## src/core/fcopt_pkg.sv

```systemverilog
package fcopt_pkg;
	localparam logic [11:0] DIV_OFFSET = 12'h000;
	localparam logic [11:0] OPT_OFFSET = 12'h004;
	localparam logic [11:0] KEY_OFFSET = 12'h008;
	localparam logic [11:0] CTRL_OFFSET = 12'h00C;
	localparam logic [11:0] STAT_OFFSET = 12'h010;
	localparam int LOADED_BIT = 7;
	localparam int PRESCALE_BIT = 6;
	localparam int BACKDOOR_ENABLE_BIT = 7;
	localparam int NORED_BIT = 6;
	localparam logic [7:0] DIV_RESET = 8'h00;
	localparam logic [7:0] OPT_USED_MASK = 8'hC3;
	localparam logic [1:0] SEC_UNSECURED = 2'h2;
	localparam logic [2:0] PRESCALE_COUNT = 3'h7;
	localparam logic [2:0] KEY_LAST = 3'h7;
	localparam int KEY_BYTES = 8;

	typedef struct packed {
		logic loaded;
		logic prescale;
		logic [5:0] divisor;
	} fcopt_div_t;

	typedef struct packed {
		logic backdoorEnable;
		logic redirectDisable;
		logic [3:0] unused;
		logic [1:0] securityCode;
	} fcopt_opt_t;

	typedef enum logic [1:0] {
		KEY_IDLE = 2'b00,
		KEY_COLLECT = 2'b01,
		KEY_CHECK = 2'b10
	} fcopt_key_state_t;
endpackage

```

## src/core/fcopt_regs.sv

```systemverilog
`timescale 1ns/10ps
module fcopt_regs import fcopt_pkg::*; (
	input wire logic clk,
	input wire logic reset,
	input wire logic psel,
	input wire logic penable,
	input wire logic pwrite,
	input wire logic [11:0] paddr,
	input wire logic [31:0] pwdata,
	output logic [31:0] prdata,
	output logic pready,
	output logic pslverr,
	input wire logic [7:0] nonvolatileOptionByte,
	input wire logic [63:0] storedBackdoorKey,
	input wire logic debugAccess,
	input wire logic firmwareSecure,
	input wire logic blankCheckPass,
	output logic eraseProgramEnable,
	output logic timingPulse,
	output logic redirectEnable,
	output logic deviceSecure
);
	////////////////////////////////////////////////////////////////////////////////
	function automatic logic hit(input logic [11:0] a, input logic [11:0] off);
		return a == off;
	endfunction

	fcopt_div_t divReg;
	fcopt_opt_t optReg;
	logic inReset;
	logic [2:0] preCount;
	logic [5:0] divCount;
	logic preTick;
	logic keyAccess;
	fcopt_key_state_t keyState;
	logic [2:0] keyIndex;
	logic keyMatch;
	logic keyStart;
	logic [7:0] keyByte;
	logic access;
	logic wrEn;
	logic secure;

	assign access = psel && penable;
	assign wrEn = access && pwrite;
	assign keyByte = pwdata[7:0];
	// Only code 10 unsecures
	assign secure = optReg.securityCode != SEC_UNSECURED;

	////////////////////////////////////////////////////////////////////////////////
	// Divider register, write-once
	always_ff @(posedge clk) begin
		if (reset) begin
			divReg <= DIV_RESET;
		end else if (wrEn && hit(paddr, DIV_OFFSET) && !divReg.loaded) begin
			divReg.loaded <= 1'b1;
			divReg.prescale <= pwdata[PRESCALE_BIT];
			divReg.divisor <= pwdata[5:0];
		end
	end

	always_ff @(posedge clk) begin
		if (reset) begin
			eraseProgramEnable <= 1'b0;
		end else begin
			eraseProgramEnable <= divReg.loaded;
		end
	end

	////////////////////////////////////////////////////////////////////////////////
	// Prescaler and divider; pulse stops until divisor loaded
	assign preTick = !divReg.prescale || preCount == PRESCALE_COUNT;

	always_ff @(posedge clk) begin
		if (reset || !divReg.loaded) begin
			preCount <= 3'h0;
		end else begin
			preCount <= preCount + 3'h1;
		end
	end

	always_ff @(posedge clk) begin
		if (reset || !divReg.loaded) begin
			divCount <= 6'h00;
			timingPulse <= 1'b0;
		end else begin
			timingPulse <= 1'b0;
			if (preTick) begin
				if (divCount >= divReg.divisor) begin
					divCount <= 6'h00;
					timingPulse <= 1'b1;
				end else begin
					divCount <= divCount + 6'h01;
				end
			end
		end
	end

	////////////////////////////////////////////////////////////////////////////////
	// Options copy: caught at release, writes ignored
	always_ff @(posedge clk) begin
		inReset <= reset;
	end

	always_ff @(posedge clk) begin
		if (reset) begin
			optReg <= '0;
		end else if (inReset) begin
			optReg <= nonvolatileOptionByte & OPT_USED_MASK;
		end else if (keyState == KEY_CHECK && keyMatch && optReg.backdoorEnable) begin
			optReg.securityCode <= SEC_UNSECURED;
		end else if (blankCheckPass) begin
			optReg.securityCode <= SEC_UNSECURED;
		end
	end

	always_ff @(posedge clk) begin
		if (reset) begin
			redirectEnable <= 1'b0;
			deviceSecure <= 1'b1;
		end else begin
			redirectEnable <= !optReg.redirectDisable;
			deviceSecure <= secure;
		end
	end

	////////////////////////////////////////////////////////////////////////////////
	// Backdoor key entry; debug writes never start entry or enter key bytes, but a debug control write of 0 still aborts it
	assign keyStart = wrEn && hit(paddr, CTRL_OFFSET);

	always_ff @(posedge clk) begin
		if (reset) begin
			keyAccess <= 1'b0;
		end else if (keyStart) begin
			keyAccess <= pwdata[0] && firmwareSecure && !debugAccess;
		end
	end

	always_ff @(posedge clk) begin
		if (reset) begin
			keyState <= KEY_IDLE;
			keyIndex <= 3'h0;
			keyMatch <= 1'b0;
		end else begin
			case (keyState)
				KEY_IDLE: begin
					keyIndex <= 3'h0;
					keyMatch <= 1'b1;
					if (keyStart && pwdata[0] && firmwareSecure && !debugAccess) begin
						keyState <= KEY_COLLECT;
					end
				end
				KEY_COLLECT: begin
					if (wrEn && hit(paddr, KEY_OFFSET) && !debugAccess && keyIndex <= KEY_LAST) begin
						// Lowest byte first
						if (keyByte != storedBackdoorKey[keyIndex*8 +: 8]) begin
							keyMatch <= 1'b0;
						end
						keyIndex <= keyIndex + 3'h1;
						if (keyIndex == KEY_LAST) begin
							keyState <= KEY_CHECK;
						end
					end else if (keyStart && !pwdata[0]) begin
						keyState <= KEY_IDLE; // Short key never matches
					end
				end
				KEY_CHECK: begin
					if (keyStart && !pwdata[0]) begin
						keyState <= KEY_IDLE;
					end
				end
				default: begin
					keyState <= KEY_IDLE;
				end
			endcase
		end
	end

	////////////////////////////////////////////////////////////////////////////////
	// APB slave, zero wait; unmapped reads zero with error
	always_ff @(posedge clk) begin
		if (reset) begin
			prdata <= 32'h0000_0000;
			pready <= 1'b0;
			pslverr <= 1'b0;
		end else begin
			pready <= psel && !penable;
			pslverr <= 1'b0;
			prdata <= 32'h0000_0000;
			if (psel && !penable) begin
				if (hit(paddr, DIV_OFFSET)) begin
					prdata <= {24'h000000, divReg};
				end else if (hit(paddr, OPT_OFFSET)) begin
					prdata <= {24'h000000, optReg};
				end else if (hit(paddr, KEY_OFFSET)) begin
					prdata <= 32'h0000_0000;
				end else if (hit(paddr, CTRL_OFFSET)) begin
					prdata <= {31'h00000000, keyAccess};
				end else if (hit(paddr, STAT_OFFSET)) begin
					prdata <= {29'h00000000, keyState == KEY_CHECK, eraseProgramEnable, secure};
				end else begin
					pslverr <= 1'b1;
				end
			end
		end
	end

	////////////////////////////////////////////////////////////////////////////////
	property p_loaded_sticky;
		@(posedge clk) disable iff (reset) divReg.loaded |=> divReg.loaded;
	endproperty
	a_loaded_sticky: assert property (p_loaded_sticky)
		else $error("loaded flag fell");
	property p_second_write_ignored;
		@(posedge clk) disable iff (reset)
		(wrEn && hit(paddr, DIV_OFFSET) && divReg.loaded) |=> $stable(divReg);
	endproperty
	a_second_write_ignored: assert property (p_second_write_ignored)
		else $error("divider changed after first write");
	property p_first_write_loads;
		@(posedge clk) disable iff (reset)
		(wrEn && hit(paddr, DIV_OFFSET) && !divReg.loaded) |=> divReg.loaded &&
			divReg.divisor == $past(pwdata[5:0]);
	endproperty
	a_first_write_loads: assert property (p_first_write_loads)
		else $error("first divider write not taken");
	property p_no_op_unloaded;
		@(posedge clk) disable iff (reset) !divReg.loaded |=> !eraseProgramEnable;
	endproperty
	a_no_op_unloaded: assert property (p_no_op_unloaded)
		else $error("operations enabled before load");
	property p_pulse_spacing;
		@(posedge clk) disable iff (reset)
		(timingPulse && !divReg.prescale && divReg.divisor == 6'h01) |=> !timingPulse ##1 timingPulse;
	endproperty
	a_pulse_spacing: assert property (p_pulse_spacing)
		else $error("pulse period wrong");
	property p_unused_zero;
		@(posedge clk) disable iff (reset) optReg.unused == 4'h0;
	endproperty
	a_unused_zero: assert property (p_unused_zero)
		else $error("unused option bits set");
	property p_opt_write_ignored;
		@(posedge clk) disable iff (reset)
		(wrEn && hit(paddr, OPT_OFFSET) && !inReset && !blankCheckPass && keyState != KEY_CHECK)
			|=> $stable(optReg);
	endproperty
	a_opt_write_ignored: assert property (p_opt_write_ignored)
		else $error("option register written");
	property p_no_backdoor;
		@(posedge clk) disable iff (reset)
		(!optReg.backdoorEnable && !blankCheckPass && secure && !inReset) |=> secure;
	endproperty
	a_no_backdoor: assert property (p_no_backdoor)
		else $error("unsecured without backdoor enable");
	property p_blank_unsecures;
		@(posedge clk) disable iff (reset)
		(blankCheckPass && !inReset) |=> !secure ##1 !deviceSecure;
	endproperty
	a_blank_unsecures: assert property (p_blank_unsecures)
		else $error("blank check did not unsecure");
	property p_debug_no_key;
		@(posedge clk) disable iff (reset) (keyStart && debugAccess) |=> !keyAccess;
	endproperty
	a_debug_no_key: assert property (p_debug_no_key)
		else $error("debug opened key access");
	c_load: cover property (@(posedge clk) disable iff (reset) $rose(divReg.loaded));
	c_pulse: cover property (@(posedge clk) disable iff (reset) timingPulse);
	c_key_unlock: cover property (@(posedge clk) disable iff (reset)
		keyState == KEY_CHECK && keyMatch && optReg.backdoorEnable);
endmodule

```

## config.mk

```make
export PLATFORM = sky130hd
export DESIGN_NAME = fcopt_regs
export DESIGN_NICKNAME = d
export VERILOG_FILES = /design/src/core/fcopt_pkg.sv /design/src/core/fcopt_regs.sv
export SDC_FILE = /design/constraint.sdc
export NUM_CORES = 1
export LEC_CHECK = 0
export BUFFER_PORTS_ARGS = -buffer_cell sky130_fd_sc_hd__buf_4
export CORE_MARGIN = 1.5
export CORE_UTILIZATION = 47
export CTS_CLUSTER_DIAMETER = 150
export DETAILED_ROUTE_END_ITERATION = 10
export MAX_ROUTING_LAYER = met4
export PLACE_DENSITY = 0.86
export SLEW_MARGIN = 20
export SYNTH_ARGS = -nofsm -noshare
export SYNTH_HDL_FRONTEND = slang
export SYNTH_SLANG_ARGS = --single-unit
```

## constraint.sdc

```tcl
create_clock -name clk -period 3.2 [get_ports clk]
set_input_delay 0.16 -clock clk [delete_from_list [all_inputs] [get_ports clk]]
set_output_delay 0.16 -clock clk [all_outputs]
set_load 0.01 [all_outputs]
```

=== Word level (Yosys, flattened, before mapping) ===
Index checks and enable logic that the tools add are counted.

* Add/subtract/negate cells: 3
* Magnitude comparators: 2
* Equal/unequal tests: 14
* Shift-type cells: 1
* Mux-type cells: 21
* Bitwise operators: 2
* Reduce and logical (&&, ||, !) cells: 35

{| class="wikitable"
|+ Operator list
! operator !! number
|-
| $shiftx A64 B7 Y8 || 1
|-
| $eq A12 B4 Y1 const B || 2
|-
| $logic_and A1 B1 Y1 || 17
|-
| $mux W8 || 2
|-
| $mux W2 || 7
|-
| $eq A12 B3 Y1 const B || 1
|-
| $eq A12 B5 Y1 const B || 1
|-
| $logic_not A12 Y1 || 1
|-
| $mux W3 || 4
|-
| $ne A2 B2 Y1 const B || 4
|-
| $ne A8 B8 Y1 || 1
|-
| $add A3 B1 Y3 const B || 2
|-
| $add A6 B1 Y6 const B || 1
|-
| $eq A3 B3 Y1 const B || 2
|-
| $ge A6 B6 Y1 || 1
|-
| $logic_not A1 Y1 || 6
|-
| $mux W6 || 1
|-
| $pmux W2 S3 || 1
|-
| $pmux W3 S2 || 1
|-
| $reduce_or A6 Y1 || 1
|-
| $mux W1 || 4
|-
| $reduce_and A2 Y1 || 2
|-
| $reduce_or A2 Y1 || 2
|-
| $le A3 B3 Y1 const B || 1
|-
| other kinds (10) || 12
|}

* Bits in registers: 67

=== Logic depth before layout (Yosys ltp) ===
Gate-level depths: netlist of the first run.

* Depth after elaboration: 8
* Mapped depth: 9
* Depth with buffers taken out: 9

=== Worst setup path after synthesis of the first run ===
OpenSTA, ideal clock, no wires.

* Path type: register -> register
* From: register keyIndex[0]
* To: register keyMatch
* Library setup time: 0.074 ns
* Data arrival time: 1.749 ns
* Setup slack: 1.377 ns
* Stages on the path, launching flop included: 9
* Path buffers: 2
* Clock period less this slack: 1.823 ns
* Path through: dfxtp_1 buf_6 buf_6 mux4_2 mux2i_1 xnor2_1 nor4_1 nand2_1 a31oi_1

* Cells in the longest elaborated chain, start to end: 4
* Elaborated cells on any way between the ends: 7
* Classes of those cells: order compare: 1; eq/ne: 3; shift: 1; reduce/logical: 2

{| class="wikitable"
|+ RTL lines
! item !! RTL line !! text
|-
| start, declared || fcopt_regs.sv:36 || <nowiki>logic [2:0] keyIndex;</nowiki>
|-
| start signal, assigned || fcopt_regs.sv:159 || <nowiki>keyIndex <= keyIndex + 3'h1;</nowiki>
|-
| $shiftx A64 B7 Y8 or $le A3 B3 Y1 (tied branches) || fcopt_regs.sv:156, fcopt_regs.sv:154 ||
|-
| $ne A8 B8 Y1 or $logic_and A1 B1 Y1 (tied branches) || fcopt_regs.sv:156, fcopt_regs.sv:154 ||
|-
| $ne A2 B2 Y1 (no line) || n/a ||
|-
| $reduce_and A3 Y1 (no line) * || n/a ||
|-
| end signal, assigned || fcopt_regs.sv:143 || <nowiki>keyMatch <= 1'b0;</nowiki>
|-
| end signal, assigned || fcopt_regs.sv:148 || <nowiki>keyMatch <= 1'b1;</nowiki>
|-
| end signal, assigned || fcopt_regs.sv:157 || <nowiki>keyMatch <= 1'b0;</nowiki>
|-
| end, declared || fcopt_regs.sv:37 || <nowiki>logic keyMatch;</nowiki>
|}

Every way passes the cells marked *; elsewhere a longest branch is shown, timed or not.
A chain may end at the register's enable or synchronous reset.

=== Worst setup path in the final report of the first run ===
* From: register keyIndex[1]
* To: register keyIndex[0]

* Cells in the longest elaborated chain, start to end: 4

{| class="wikitable"
|+ RTL lines
! item !! RTL line !! text
|-
| $le A3 B3 Y1 || fcopt_regs.sv:154 || <nowiki>if (wrEn && hit(paddr, KEY_OFFSET) && !debugAccess && keyIndex <= KEY_LAST) begin</nowiki>
|-
| $logic_and A1 B1 Y1 || fcopt_regs.sv:154 ||
|-
| $ne A2 B2 Y1 (no line) || n/a ||
|-
| $reduce_and A2 Y1 (no line) || n/a ||
|}

Every way passes these cells.

==> flow_summary.ini, run 1 <==
[critical_path]
reg2reg_depth = 9
end_kind = register
worstPathMaxFanout = 17
cp_slowest_cell = dfxtp_1
crit_required_ns = 3.44
cp_slowest_stage_delay_ns = 0.80
reg2reg_slack_ns = 0.57
worstSetupPathType = reg2reg
critPathLaunchType = register
path_cells = ha_1 > ha_1 > and4b_1 > nor3_1 > nand4_1 > nor2_1 > mux2_2 > a22oi_1 > nor2_1
worstPathArrival_ns = 2.87

[floorplan]
fp-row-count = 27
dieArea_um2 = 6120
start_util = 0.486
io_pins = 162
core_um2 = 5470
die_w_um = 78.3
die_height_um = 78.3

[sta]
slew-limit-headroom = 0.512
max_freq_ghz = 0.380
rsz0062_at_grt = no
tightest_slew_ns = 0.731
post-route-min-period_ns = 2.63
finalHoldViolations = 0
finalClockSkew_ns = 0.00740
report.final.slew_viol_count = 0
final.setup.tns_ns = 0
setup_viol = 0
post-route-period-util = 0.821

[finish]
nets = 519
syn_to_final_growth_pct = 32.3
drive_gt1_frac = 0.372
multi_input_area_um2 = 1570
nFillCells = 469
antenna_cells = 0
ff_latch_area_um2 = 861

[power_and_ir_drop]
ir_worst_vdd_v = 0.000235
power_mw = 1.12
p_per_area_nw_per_um2 = 317
leakage_nw = 1.55

[logic_synthesis]
synth_edf_count = 0
synth-async-reset-ratio = 0
synth_area_leader_cell = dfxtp_1
synth_area_leaders = dfxtp_1 (32%), mux2i_1 (9.0%), mux4_2 (8.5%), buf_4 (7.3%), ha_1 (5.2%)
yosysWarnings = 0
ys_ff_latch = 43
synth_most_common_cell = dfxtp_1
synth_top_flop_cell = dfxtp_1
yosysTopAreaCellShare = 0.323
syn_area_um2 = 2660
synthTopCellsByCount = dfxtp_1 (43), nor2_1 (28), buf_4 (26)
ys_seq_area_frac = 0.323
netlist-cell-type-count = 48
syn_inst = 279
avgSynthCellArea_um2 = 9.54

[hold_path]
min_path_type = in2reg
min_path_cells = 3

[global_routing]
antenna_found_initial = 0
grt_use_met3 = 0.0430
grt_max_degree = 25
overflow = 0
grtUsageMet2 = 0.384
busiest_layer = met2
grt_use_total = 0.209
grt_util_met1 = 0.218
grt_pass1_vias = 2163
grt_pass1_wl_um = 9720

[detailed_routing]
routed_wl_um = 6330
drc = 0
dr.pass1.iters = 4
postRouteAntennaNets = 0
viasPerCell = 5.12
drt_iter0_drc = 83
wire_per_inst_um = 13.9
via_count = 2335

[clock_tree]
cts_tree = built
clk_latency_ns = 0.30
htreeDepth = 2
cts_inserted_buffers = 5
cts_root_buf = clkbuf_8
clockBufferDepth = 2
clk_pin_slew_ns = 0.07
postCtsResizedCells = 0
cts_setup_buffers = 0
cts_hold_buf = 0
cts_sinks = 43

[place]
gp_congestion = 0.820
portBuffers = 109
hpwlAfterDp_um = 5190

[outcome]
run_status = complete, no violations

[flow_run]
max_cap_violations = 0
report_power, final:
part	leakage, nW	internal (mW)	switching (mW)	total (mW)
logic	1.15	0.105	0.0641	0.170
registers	0.349	0.542	0.00456	0.546
clock network	0.0513	0.229	0.171	0.400
total	1.55	0.876	0.240	1.12
cells in the final DEF (no fill, tap or decap), drive strengths merged, types with 5 or more instances in the layout:
cell type    n
a21oi        6
a22oi        5
and2         7
buf        112
clkbuf       6
conb        24
dfxtp       43
ha          11
inv         14
mux2         7
mux2i       24
mux4        10
nand2       11
nor2        29
nor3         7
nor4         6
xnor2       10
metal layers:
| metal | vias to the layer above | wire [um] |
|---|---|---|
| li1 | 1149 | - |
| met2 | 107 | 3290 |
| met1 | 1069 | 2510 |
| met5 | - | 0 |
| met3 | 10 | 423 |
| met4 | 0 | 111 |
cell families after synthesis:
kind of cell	share of synthesized area
buffers and inverters	0.118
adder cells (fa/ha/maj)	0.0517
AND/OR/NAND/NOR	0.171
XOR/XNOR	0.0428
multiplexers	0.205
AO/OA/AOI/OAI	0.0874
other	0.00141
flip-flops	0.323
area by class of cell:
| class | count | area share |
|---|---|---|
| Clock inverter | 1 | 0.00853 |
| Inverter | 14 | 0.0149 |
| Multi-Input combinational cell | 208 | 0.447 |
| Clock buffer | 6 | 0.0206 |
| Timing Repair Buffer | 112 | 0.239 |
| Tap cell | 72 | 0.0256 |
| Sequential cell | 43 | 0.245 |
state kept, by name (all words and copies together), names as in the netlist:
register and flops:
redirectEnable 1, divReg 8, optReg 4, keyIndex 3, pready 1, keyAccess 1
timingPulse 1, deviceSecure 1, pslverr 1, prdata 8, keyMatch 1, preCount 3
keyState 2, divCount 6, eraseProgramEnable 1, inReset 1
metrics by stage:
stage / hold slack [ns] / instances / cell area (um2) / utilization / setup slack, ns
after floorplan: 0.188 / 302 / 2750 / - / 1.38
after global placement: 0.395 / 449 / 3420 / 0.624 / 0.726
after detailed placement: 0.406 / 449 / 3420 / 0.624 / 0.606
after CTS: 0.0946 / 456 / 3520 / 0.643 / 0.591
after global routing: 0.0908 / 456 / 3520 / 0.643 / 0.290
final: 0.101 / 456 / 3520 / 0.643 / 0.572
worst max-delay path, delay by kind of cell (launching register included):
kind | cells | cell delay (ns)
adders and majority gates | 2 | 0.45
AOI/OAI and AO/OA | 1 | 0.06
and+or+nand+nor | 5 | 1.06
DFF | 1 | 0.80
muxes | 1 | 0.20
path summary, 6_finish.rpt:
| path | from | end |
|---|---|---|
| setup / recovery | keyIndex[1] | keyIndex[0] |
| hold / removal | nonvolatileOptionByte[7] | optReg[7] |
| setup reg to reg | keyIndex[1] | keyIndex[0] |
| hold reg to reg | preCount[0] | preCount[0] |
(Power assumes the default switching activity.)
==> inputs of run 2 (changes only) <==
Settings changed: ABC_AREA set to 1, CORE_UTILIZATION 47 to 41, PLACE_DENSITY 0.86 to 0.77.
Clock period 3.2 ns to 2.33 ns, I/O delays scaled along.
==> flow_summary.ini, run 2 <==
[logic_synthesis]
ys_ff_latch = 43
ys_seq_area_frac = 0.288
synth_area_leader_cell = dfxtp_1
syn_area_um2 = 2980
syn_inst = 481
yosysWarnings = 0
synth_most_common_cell = nand2_1
synth-async-reset-ratio = 0
synthTopCellsByCount = nand2_1 (145), inv_1 (81), nand3_1 (57)
synth_area_leaders = dfxtp_1 (29%), nand2_1 (18%), inv_1 (10%), nand3_1 (9.6%), buf_4 (7.3%)
avgSynthCellArea_um2 = 6.20
synth_top_flop_cell = dfxtp_1
synth_edf_count = 0
yosysTopAreaCellShare = 0.288
netlist-cell-type-count = 32

[detailed_routing]
wire_per_inst_um = 11.2
dr.pass1.iters = 4
routed_wl_um = 7640
via_count = 3205
postRouteAntennaNets = 0
drc = 0
drt_iter0_drc = 95
viasPerCell = 4.70

[clock_tree]
cts_inserted_buffers = 5
cts_tree = built
cts_sinks = 43
cts_setup_buffers = 0
clockBufferDepth = 2
postCtsResizedCells = 0
cts_root_buf = clkbuf_8
clk_latency_ns = 0.29
htreeDepth = 2
clk_pin_slew_ns = 0.07
cts_hold_buf = 0

[critical_path]
r2r_end = keyMatch
crit_required_ns = 2.56
cp_slowest_stage_delay_ns = 0.46
end_kind = register
cp.depth = 13
reg2reg_depth = 13
crit_top_cell = nand2_1
worstPathMaxFanout = 33
crit_buf_inv = 1
cp_slowest_cell = dfxtp_1
critPathLaunch = keyIndex[0]
reg2reg_from = keyIndex[0]
worstSetupPathType = reg2reg
critPathLaunchType = register
critical-path-top-delay-family = simple AND/OR/NAND/NOR gates
path_cells = buf_4 > nand2_1 > nand3_1 > nand3_1 > nand2_1 > nand2_1 > nand2_1 > nand2_1 > nor2_1 > nand2_1 > nand2_1 > nand2_1 > a21oi_2
worstPathArrival_ns = 2.09
reg2reg_slack_ns = 0.47

[sta]
tightest_slew_ns = 0.615
finalClockSkew_ns = 0.00480
finalHoldViolations = 0
report.final.slew_viol_count = 0
setup_viol = 0
slew-limit-headroom = 0.586
rsz0062_at_grt = no
final.setup.tns_ns = 0
post-route-min-period_ns = 1.86
max_freq_ghz = 0.537
post-route-period-util = 0.799

[finish]
syn_to_final_growth_pct = 30.0
reg.largest.list = divReg x8, prdata x8, divCount x6
antenna_cells = 0
post-route-util = 0.562
fin_area_um2 = 3880
drive_gt1_frac = 0.217
mostFrequentLayoutCells = nand2_1 (145), buf_4 (112), inv_1 (81)
mostFrequentLayoutCell = nand2_1
nets = 720

[place]
portBuffers = 109
placed_area_um2 = 3750
hpwlAfterDp_um = 6250
gp_congestion = 0.857

[global_routing]
grt_pass1_wl_um = 12600
grt_pass1_vias = 3013
grt_max_degree = 34
grt_use_total = 0.205
overflow = 0
antenna_found_initial = 0

[hold_path]
min_path_cells = 3
min_path_type = in2reg
min_to = optReg[7]
worstHoldStart = nonvolatileOptionByte[7]

[floorplan]
start_util = 0.432
die_w_um = 88.3
io_pins = 162
core_um2 = 6910
dieArea_um2 = 7800
die_height_um = 88.3
fp-row-count = 30

[power_and_ir_drop]
p_per_area_nw_per_um2 = 432
leakage_nw = 2.11
ir_worst_vdd_v = 0.000294
power_mw = 1.67

[outcome]
run_status = complete, no violations

[flow_run]
max_cap_violations = 0
## run 2: cell count changes after synthesis, sizes merged, moves of 10 or more
cell   delta
xnor2    -10
mux2i    -24
o21ai    +11
nand2   +135
a21oi    +13
nand3    +54
nor2     +11
inv      +68
mux4     -10
## run 2: final cells by class
type                    instances  area [um2]
multi-input cells             341        1610
inverters                      82         310
flip-flops and latches         43         861
clock buffers                   6        72.6
repair buffers                112         841
fillers                       709        3030
clock inverters                 2        60.1
well taps                      96         120
## run 2: where the power goes
| part | total, mW | switching (mW) | internal [mW] | leakage, nW |
|---|---|---|---|---|
| combinational | 0.253 | 0.112 | 0.141 | 1.69 |
| sequential | 0.751 | 0.00690 | 0.744 | 0.349 |
| clock | 0.671 | 0.242 | 0.428 | 0.0654 |
## run 2: kinds of logic after synthesis
logic type	Yosys count	synth area share
adders and majority gates	11	0.0461
buffers and inverters	120	0.200
other	1	0.00126
DFF	43	0.288
and+or+nand+nor	259	0.370
xor gates and xnor gates	3	0.00881
AOI/OAI and AO/OA	44	0.0855
## run 2: worst reg2reg max path: stages (launching register included)
cell and delay, ns:
dfxtp_1 0.46, buf_4 0.36, nand2_1 0.11, nand3_1 0.10, nand3_1 0.11, nand2_1 0.09
nand2_1 0.05, nand2_1 0.05, nand2_1 0.05, nor2_1 0.14, nand2_1 0.07, nand2_1 0.07
nand2_1 0.06, a21oi_2 0.10
## run 2: metrics by stage
stage | instances | setup slack [ns] | hold WS [ns]
3_3_place_gp | 674 | 0.514 | 0.346
2_1_floorplan | 504 | 0.761 | 0.144
4_1_cts | 682 | 0.454 | 0.0468
5_1_grt | 682 | 0.203 | 0.0427
3_5_place_dp | 674 | 0.479 | 0.349
6_report | 682 | 0.467 | 0.0482
## run 2: metal layers
layer	up-vias	GRT usage	wire length [um]
met3	21	0.0429	463
met1	1400	0.228	3180
li1	1666	-	-
met5	-	-	0
met2	118	0.366	3810
met4	0	0.0653	180
## run 2: worst max path at each step
| stage | to | slack, ns |
|---|---|---|
| floorplan | divCount[4] | 0.76 |
| global placement | keyMatch | 0.51 |
| detailed placement | keyMatch | 0.48 |
| CTS | keyMatch | 0.45 |
| global route | keyMatch | 0.20 |
| finish | keyMatch | 0.47 |
==> inputs of run 3 (changes only) <==
Clock period 2.33 ns to 1.64 ns, I/O delays scaled along.
==> flow_summary.ini, run 3 (synthesized netlist as in run 2, its figures left out) <==
[critical_path]
worstSetupPathType = reg2reg
reg2reg_from = keyIndex[0]
reg2reg_slack_ns = 0.007
r2r_end = keyMatch
critical-path-top-delay-family = simple AND/OR/NAND/NOR gates
cp_slowest_stage_delay_ns = 0.46
crit_buf_inv = 1
cp_slowest_cell = dfxtp_4
crit_required_ns = 1.88
critPathLaunchType = register
path_cells = clkbuf_16 > nand2_1 > nand3_1 > nand3_1 > nand2_1 > nand2_1 > nand2_1 > nand2_1 > nor2_2 > nand2_1 > nand2_1 > nand2_1 > a21oi_2
reg2reg_depth = 13
cp.depth = 13
worstPathArrival_ns = 1.87
end_kind = register
worstPathMaxFanout = 8
crit_top_cell = nand2_1

[hold_path]
min_path_cells = 3
min_path_type = in2reg
min_to = optReg[1]
worstHoldStart = nonvolatileOptionByte[1]

[finish]
multi_input_area_um2 = 1690
syn_to_final_growth_pct = 37.6
reg.largest.list = divReg x8, prdata x8, divCount x6
nets = 732
antenna_cells = 0
drive_gt1_frac = 0.276
fin_cells = 694
mostFrequentLayoutCells = nand2_1 (139), buf_4 (120), inv_1 (75)
nFillCells = 649
mostFrequentLayoutCell = nand2_1
ff_latch_area_um2 = 870

[sta]
finalClockSkew_ns = 0.00755
finalHoldViolations = 0
whs_ns = 0.00645
max_freq_ghz = 0.612
rsz0062_at_grt = yes
setup_viol = 0
post-route-period-util = 0.996
fin_ws_ns = 0.00728
slew-limit-headroom = 0.647
report.final.slew_viol_count = 0
tightest_slew_ns = 0.527
post-route-min-period_ns = 1.63

[power_and_ir_drop]
ir_worst_vdd_v = 0.000300
leakage_nw = 2.21
p_per_area_nw_per_um2 = 554

[global_routing]
grt_max_degree = 34
grt_pass1_vias = 3036
overflow = 0
grt_use_total = 0.208
antenna_found_initial = 0
grt_pass1_wl_um = 12700

[floorplan]
core_um2 = 6910
dieArea_um2 = 7800
die_height_um = 88.3
fp-row-count = 30
start_util = 0.432
die_w_um = 88.3
io_pins = 162

[clock_tree]
htreeDepth = 2
cts_tree = built
clockBufferDepth = 2
clk_latency_ns = 0.30
clk_pin_slew_ns = 0.08
cts_sinks = 43
cts_root_buf = clkbuf_8
cts_inserted_buffers = 5

[detailed_routing]
via_count = 3302
drc = 0
routed_wl_um = 8050
dr.pass1.iters = 4
postRouteAntennaNets = 0
wire_per_inst_um = 11.6
viasPerCell = 4.76
drt_iter0_drc = 165

[place]
dp_worst_setup_slack_ns = -0.0610
gp_congestion = 0.854
portBuffers = 109
hpwlAfterDp_um = 6190
placed_cells = 681

[flow_run]
max_cap_violations = 0

[outcome]
run_status = complete, no violations
-- run 3: changes by cell type in the layout (fill, tap and decap cells not counted), sizes merged --
cell,change
clkinv,+1
bufinv,-1
clkbuf,+1
buf,+10
clkinvlp,+1
-- run 3: worst max-delay path by stage --
stage | startpoint | to | slack (ns)
2_1_floorplan | preCount[0] | divCount[4] | 0.07
3_3_place_gp | keyIndex[1] | keyMatch | -0.02
3_5_place_dp | keyIndex[0] | keyState[1] | -0.06
4_1_cts | keyIndex[0] | keyMatch | -0.003
5_1_grt | keyIndex[0] | keyMatch | -0.11
6_report | keyIndex[0] | keyMatch | 0.007
-- run 3: per-layer routing --
metal	track usage	vias to the layer above	part of all wire	wire [um]
met5	-	-	0	0
met4	0.0511	0	0.020	164
met3	0.0336	17	0.063	510
met2	0.373	137	0.49	3980
met1	0.242	1459	0.42	3400
li1	-	1689	-	-
-- run 3: cell type report --
class / instances / share of cell area
multi-input combinational: 341 / 0.412
timing repair buffer: 124 / 0.241
sequential: 43 / 0.212
inverter: 82 / 0.0777
tap: 96 / 0.0293
clock buffer: 5 / 0.0168
clock inverter: 3 / 0.0116
-- run 3: tightest hold or removal path: cells and delay by family --
family	cells	cell delay [ns]
AO/OA/AOI/OAI	1	0.07
buffers and inverters	2	0.13
-- run 3: where the power goes --
part	leakage, nW	total, mW	internal [mW]	switching (mW)
combinational	1.80	0.362	0.202	0.160
sequential	0.351	1.06	1.05	0.00987
clock	0.0587	0.850	0.462	0.388
total	2.21	2.28	1.72	0.558
-- run 3: metrics by stage --
stage | area (um2) | TNS, ns | power, mW | util
after global placement | 3810 | -0.0268 | 1.44 | 0.552
after floorplan | 3070 | 0 | 1.27 | -
after CTS | 3960 | -0.00254 | 2.29 | 0.573
final | 4110 | 0 | 2.28 | 0.595
after global routing | 4110 | -0.613 | 2.38 | 0.595
after detailed placement | 3810 | -0.149 | 1.45 | 0.552
-- run 3: what timing repair did --
action	CTS	global route
resized for setup	4	27
cloned	0	2
endpoints found under the setup margin	4	12
pin swaps	0	5
hold endpoints to repair	1	0
setup buffers	1	2
